## config.mk

```make
export PLATFORM = sky130hd
export DESIGN_NAME = wcr_regs
export DESIGN_NICKNAME = d
export VERILOG_FILES = /design/src/verilog/wcr_pkg.sv /design/src/verilog/wcr_level_decode.sv /design/src/verilog/wcr_regs.sv
export VERILOG_INCLUDE_DIRS = /design/src /design/src/verilog
export SDC_FILE = /design/constraint.sdc
export NUM_CORES = 1
export LEC_CHECK = 0
export ABC_AREA = 1
export BUFFER_PORTS_ARGS = -buffer_cell sky130_fd_sc_hd__buf_2
export CORE_UTILIZATION = 35
export DETAILED_ROUTE_END_ITERATION = 8
export PLACE_DENSITY = 0.62
export SETUP_SLACK_MARGIN = 0.02
export SLEW_MARGIN = 20
export SYNTH_ARGS = -nofsm -noshare
export SYNTH_HDL_FRONTEND = slang
export SYNTH_HIERARCHICAL = 1
export SYNTH_SLANG_ARGS = --single-unit
```

## constraint.sdc

```tcl
create_clock -name clk -period 1.8 [get_ports clk]
set_input_delay 0.18 -clock clk [delete_from_list [all_inputs] [get_ports clk]]
set_output_delay 0.18 -clock clk [all_outputs]
set_load 0.02 [all_outputs]
```

## src/verilog/wcr_defines.svh

```systemverilog
// Offsets, field positions, reset values and codes of the wetting current configuration registers.
`ifndef WCR_DEFINES_SVH
`define WCR_DEFINES_SVH

// ****************************************
// Register map
// ****************************************
`define WCR_ADDR_W             6
`define WCR_DATA_W             24
`define WCR_OFS_LOW_INPUTS     6'h1d
`define WCR_OFS_HIGH_INPUTS    6'h1e
`define WCR_RST_LOW_INPUTS     24'h000000
`define WCR_RST_HIGH_INPUTS    24'h000000
`define WCR_HIGH_WR_MASK       24'h7fffff

// ****************************************
// Fields
// ****************************************
`define WCR_FIELD_W            3
`define WCR_SINK_DIS_BIT       22
`define WCR_SOURCE_DIS_BIT     21
`define WCR_SEL_INPUTS         10
`define WCR_NUM_INPUTS         24

// ****************************************
// Field codes
// ****************************************
`define WCR_CODE_OFF           3'h0
`define WCR_CODE_1MA           3'h1
`define WCR_CODE_2MA           3'h2
`define WCR_CODE_5MA           3'h3
`define WCR_CODE_10MA          3'h4

`endif

```

## src/verilog/wcr_pkg.sv

```systemverilog
// Types shared by the wetting current configuration registers.
package wcr_pkg;

	// Applied current level, one-hot free compact code.
	typedef enum logic [2:0] {
		WCR_I_OFF  = 3'h0,
		WCR_I_1MA  = 3'h1,
		WCR_I_2MA  = 3'h2,
		WCR_I_5MA  = 3'h3,
		WCR_I_10MA = 3'h4,
		WCR_I_15MA = 3'h5
	} wcr_level_e;

	// Register access request from the serial port.
	typedef struct packed {
		logic        wr;
		logic        rd;
		logic [5:0]  addr;
		logic [23:0] wdata;
	} wcr_req_s;

	// Per-input view delivered to the analog current stage.
	typedef struct packed {
		wcr_level_e level;
		logic       autoscale_en;
	} wcr_chan_s;

endpackage

```

## src/verilog/wcr_level_decode.sv

```systemverilog
// Decode of one 3-bit wetting current field into an applied level.
`timescale 1ns/1ps
`include "wcr_defines.svh"
module wcr_level_decode (
	input  wire logic [2:0]          code,     // Field value from a register.
	output wcr_pkg::wcr_level_e      level,    // Decoded current level.
	output logic                     high_set  // Level is 10 mA or 15 mA.
);

	assign level = (code == `WCR_CODE_OFF)  ? wcr_pkg::WCR_I_OFF  :
	               (code == `WCR_CODE_1MA)  ? wcr_pkg::WCR_I_1MA  :
	               (code == `WCR_CODE_2MA)  ? wcr_pkg::WCR_I_2MA  :
	               (code == `WCR_CODE_5MA)  ? wcr_pkg::WCR_I_5MA  :
	               (code == `WCR_CODE_10MA) ? wcr_pkg::WCR_I_10MA : wcr_pkg::WCR_I_15MA;

	assign high_set = (level == wcr_pkg::WCR_I_10MA) || (level == wcr_pkg::WCR_I_15MA);

endmodule

```

## src/verilog/wcr_regs.sv

```systemverilog
// Wetting current configuration registers and per-input current settings.
// How it works
// - Field codes 0..4 select off, 1, 2, 5 and 10 mA.
// - Codes 5, 6 and 7 all select 15 mA.
// - Register at 1Dh, reset zero, holds eight fields for inputs 0 to 11.
// - Register at 1Eh, reset zero, bit 23 reads zero, fields for inputs 12 to 23.
// - A paired field drives both inputs of its pair identically outside continuous mode.
// - Sink inputs at 10/15 mA drop to 2 mA on closure in continuous mode unless disabled.
// - Source inputs at 10/15 mA drop to 2 mA on closure in continuous mode unless disabled.
// - Inputs 0 to 9 pick sink when their select bit is 1, else source.
`timescale 1ns/1ps
`include "wcr_defines.svh"
module wcr_regs #(
	parameter int NUM_INPUTS = `WCR_NUM_INPUTS  // Switch inputs served.
) (
	input  wire logic                 clk,              // 20 MHz device clock.
	input  wire logic                 rst_n,            // Synchronous reset, active low.
	input  wire wcr_pkg::wcr_req_s    req,              // Register access from the serial port.
	output logic [23:0]               rdata,            // Read data, one cycle after rd.
	output logic                      rvalid,           // Read data valid pulse.
	input  wire logic [9:0]           sink_select,      // Per-input sink select for inputs 0 to 9.
	input  wire logic                 continuous_mode,  // Device is in continuous mode.
	input  wire logic [23:0]          switch_closed,    // Per-input closure state.
	output logic [23:0][2:0]          applied_level     // Level applied to each input.
);

	// ****************************************
	// Register storage
	// ****************************************
	logic [23:0] low_inputs_q;
	logic [23:0] high_inputs_q;
	logic [23:0] rdata_q;
	logic        rvalid_q;
	logic [23:0][2:0] level_q;
	logic [23:0][2:0] level_d;

	wire hit_low  = req.addr == `WCR_OFS_LOW_INPUTS;
	wire hit_high = req.addr == `WCR_OFS_HIGH_INPUTS;
	wire wr_low   = req.wr && hit_low;
	wire wr_high  = req.wr && hit_high;

	// Unmapped addresses read zero.
	wire [23:0] rd_mux = hit_low  ? low_inputs_q :
	                     hit_high ? high_inputs_q : 24'h000000;

	always_ff @(posedge clk) begin
		if (!rst_n) begin
			low_inputs_q  <= `WCR_RST_LOW_INPUTS;
			high_inputs_q <= `WCR_RST_HIGH_INPUTS;
		end else begin
			if (wr_low) begin
				low_inputs_q <= req.wdata;
			end
			if (wr_high) begin
				high_inputs_q <= req.wdata & `WCR_HIGH_WR_MASK;
			end
		end
	end

	always_ff @(posedge clk) begin
		if (!rst_n) begin
			rdata_q  <= 24'h000000;
			rvalid_q <= 1'b0;
		end else begin
			rvalid_q <= req.rd;
			if (req.rd) begin
				rdata_q <= rd_mux;
			end
		end
	end

	assign rdata  = rdata_q;
	assign rvalid = rvalid_q;

	// ****************************************
	// Field to input mapping
	// ****************************************
	// Field index per input: low register bits 2:0 is field 0, high register
	// bits 2:0 is field 8, so input pairs share one index.
	function automatic int field_of(input int n);
		case (n)
			0, 1:   field_of = 0;
			2, 3:   field_of = 1;
			4:      field_of = 2;
			5:      field_of = 3;
			6, 7:   field_of = 4;
			8, 9:   field_of = 5;
			10:     field_of = 6;
			11:     field_of = 7;
			12, 13: field_of = 8;
			14, 15: field_of = 9;
			16, 17: field_of = 10;
			18, 19: field_of = 11;
			20, 21: field_of = 12;
			22:     field_of = 13;
			default: field_of = 14;
		endcase
	endfunction

	wire [47:0] all_fields = {high_inputs_q, low_inputs_q};
	wire sink_dis   = high_inputs_q[`WCR_SINK_DIS_BIT];
	wire source_dis = high_inputs_q[`WCR_SOURCE_DIS_BIT];

	genvar g;
	generate
		for (g = 0; g < NUM_INPUTS; g++) begin : g_in
			wcr_pkg::wcr_level_e lvl;
			logic                high;
			logic                is_sink;
			logic                dis;
			wcr_level_decode u_dec (
				.code     (all_fields[field_of(g)*3 +: 3]),
				.level    (lvl),
				.high_set (high)
			);
			if (g < `WCR_SEL_INPUTS) begin : g_sel
				assign is_sink = sink_select[g];
			end else begin : g_fixed
				assign is_sink = 1'b0;
			end
			assign dis = is_sink ? sink_dis : source_dis;
			assign level_d[g] = (high && !dis && continuous_mode && switch_closed[g]) ?
			                    3'(wcr_pkg::WCR_I_2MA) : 3'(lvl);
		end
	endgenerate

	always_ff @(posedge clk) begin
		if (!rst_n) begin
			level_q <= '0;
		end else begin
			level_q <= level_d;
		end
	end

	assign applied_level = level_q;

endmodule

```

==> run summary <==
================================================================================
Worst setup path class                                              register to register
Routed wire per std cell                                                 13.2 µm
DRT Pass-1 Iters                                                               5
Static power due to leakage                                              3.49 nW
Global router's overall resource usage                                     0.185
Hold crit path type                                                 primary input to register
Worst Hold Slack                                                       0.0216 ns
Total global routing overflow                                                  0
Cell-by-cell trace of the critical path                             nand2_1, o21ai_0, o21ai_0, nor2_1
Worst-path fanout max                                                         12
Internal                                                                 5.60 mW
Library cell appearing most often on the critical path              sky130_fd_sc_hd__o21ai_0
Run status                                                          complete, no violations
Yosys warns                                                                    6
Worst slack, placed                                                     0.322 ns
Total power after layout                                                 7.33 mW
Count of vias placed by the detailed router                                 5759
Detailed Place HPWL                                                     11800 µm
Count of hold-fix buffers inserted at cts                                      0
Synth Instances                                                              906
Highest cell delay on the worst timing path                              0.68 ns
Final Max Slew Viols                                                           0
Net Sw Power                                                             1.74 mW
Power density normalized to cell area                                 954 nW/µm²
Placeable core region                                                  17400 µm²
Max_cap viols                                                                  0
Slowest-stage cell, CP                                              sky130_fd_sc_hd__dfxtp_1
Layout cells sized above 1                                                 0.218
Switching share of power                                                   0.237
Yosys reg bits                                                               144
Kind of end point of the critical path                                  register
Via count of the first global-routing pass                                  5208
I/O Buffers                                                                  165
Clock tree from TritonCTS                                                   done
Final setup violating endpoints                                                0
Clk root buf                                                        sky130_fd_sc_hd__clkbuf_16
Post-CTS resize count                                                          0
Insertion delay to the later sink of the worst-skew pair                 0.42 ns
Die width                                                                 136 µm
Clock network fraction of total power                                      0.495
Number of antenna-violating nets in the routed design                          0
Post-synthesis instance area                                            6240 µm²
# Post-CTS Setup Buffers                                                       0
Proportion of power drawn by combinational gates                           0.063
DRT iter0 DRCs                                                               356
Worst Path Required                                                      2.15 ns
Mean Syn Cell Area                                                      6.89 µm²
Power share of the sequential group                                        0.442
Setup slack after layout                                                0.539 ns
CTS clock-pin slew for the worst setup and hold paths                    0.06 ns
Placement row count                                                           48
Clk sink count                                                               144
Number of antenna violations at the first check in global routing              1
Die outline height                                                        136 µm
Number of hold violations in the final report                                  0
Total nets after synthesis                                                   975
Number of buffers on the longest clock path                                    2
Total negative slack for setup checks                                       0 ns
Sequential fraction of the synthesis area                                  0.462
Worst slew margin relative to its limit                                    0.614
Min cycle time layout                                                    1.26 ns
Mean number of vias per cell                                                4.60
Fraction of the cycle the final worst path needs                           0.700
Actual transition at the worst max-transition pin                       0.578 ns
Total wirelength of the detailed-routed design                          16500 µm
Number of nets in the layout                                                1084
Syn-to-layout area delta                                                   23.2%
Number of distinct library cells after synthesis                              17
H-tree levels                                                                  4
Maximum clock frequency                                                  793 MHz
Number of top-level design ports                                             166
Element type at the critical path start                                 register
Gp weighted congestion                                                     0.862
Post-detailed-route DRC marker count                                           0
TritonCTS Buffers                                                             17
Initial core utilization                                                   0.360
Critical path arrival                                                    1.61 ns
Largest net degree at the start of global routing                             39
Unrepaired setup endpoints after global routing                               no
Wire length of the first global-routing pass                            26300 µm
Total die area                                                         18400 µm²
Maximum vdd ir drop                                                     0.639 mV
Clock skew                                                            0.00801 ns
================================================================================
-- registers in the layout (all words and copies together) (netlist names) --
| signal | flops |
|---|---|
| rdata | 24 |
| low_inputs_q | 24 |
| high_inputs_q | 23 |
| applied_level | 72 |
| rvalid | 1 |
-- stage by stage --
step / util / area [µm²] / std cells
3_3_place_gp: 0.408 / 7080 / 1221
5_1_grt: 0.443 / 7680 / 1252
4_1_cts: 0.443 / 7680 / 1252
6_report: 0.443 / 7690 / 1253
2_1_floorplan: - / 6240 / 906
3_5_place_dp: 0.408 / 7080 / 1221
-- cells by family (layout without fill, tap and decap cells) --
| family | after synthesis | after routing | synth area share |
|---|---|---|---|
| DFF | 144 | 144 | 0.462 |
| buffers and inverters | 238 | 359 | 0.163 |
| AOI/OAI and AO/OA | 82 | 82 | 0.0658 |
| other | 0 | 1 | 0 |
| and+or+nand+nor | 442 | 442 | 0.309 |
-- cells in the final DEF, fill, tap and decap left out, drive strengths merged --
cell,count
nand2,146
a21oi,61
nand3,96
bufinv,3
nand4,46
dfxtp,144
inv,140
clkbuf,19
clkinv,3
o21ai,21
clkinvlp,6
nor2,154
buf,188
diode,1
-- power by group through the flow --
stage | logic [mW] | clock network, mW | registers [mW]
floorplan | 0.237 | 0 | 3.35
global placement | 0.462 | 0 | 3.32
detailed placement | 0.464 | 0 | 3.32
CTS | 0.464 | 3.70 | 3.24
global route | 0.512 | 3.85 | 3.25
finish | 0.462 | 3.63 | 3.24
-- layout make-up --
cell class / count / area (µm²)
fill: 1809 / 9670
sequential: 144 / 2880
multi-input combinational: 524 / 2340
timing repair buffer: 188 / 1050
inverter: 140 / 527
clock buffer: 19 / 443
tap: 225 / 282
clock inverter: 12 / 161
antenna: 1 / 2.50
-- per-layer routing --
layer | track usage | part of all wire | vias up
li1 | - | - | 3002
met1 | 0.234 | 0.45 | 2601
met2 | 0.312 | 0.48 | 134
met3 | 0.0389 | 0.050 | 22
met4 | 0.0637 | 0.015 | 0
met5 | 0 | 0 | -
-- path summary, 6_finish.rpt --
path	startpoint	endpoint	slack [ns]	cells past startpoint
setup reg to reg	high_inputs_q[22]	applied_level[17]	0.54	4
setup / recovery	high_inputs_q[22]	applied_level[17]	0.54	4
hold reg to reg	low_inputs_q[18]	low_inputs_q[18]	0.49	2
hold / removal	req[21]	high_inputs_q[21]	0.02	3
-- critical path, delay by kind of cell (launching register included) --
kind            cells  cell delay, ns
flops               1            0.68
compound gates      2            0.26
simple gates        2            0.24
-- cell usage after synthesis --
master,instances,area share
sky130_fd_sc_hd__dfxtp_1,144,0.46
sky130_fd_sc_hd__a21oi_1,61,0.049
sky130_fd_sc_hd__buf_4,7,0.0084
sky130_fd_sc_hd__nand3_4,1,0.0028
sky130_fd_sc_hd__o21ai_1,2,0.0016
sky130_fd_sc_hd__buf_2,24,0.019
sky130_fd_sc_hd__o21ai_0,19,0.015
sky130_fd_sc_hd__nor2_4,3,0.0054
sky130_fd_sc_hd__nand2_1,146,0.088
sky130_fd_sc_hd__clkbuf_1,57,0.034
sky130_fd_sc_hd__buf_1,1,0.00060
sky130_fd_sc_hd__inv_1,139,0.084
sky130_fd_sc_hd__nor2_1,151,0.091
sky130_fd_sc_hd__inv_2,1,0.00060
sky130_fd_sc_hd__nand4_1,46,0.046
sky130_fd_sc_hd__buf_6,9,0.016
sky130_fd_sc_hd__nand3_1,95,0.076
Power figures use the tool's default switching activity.
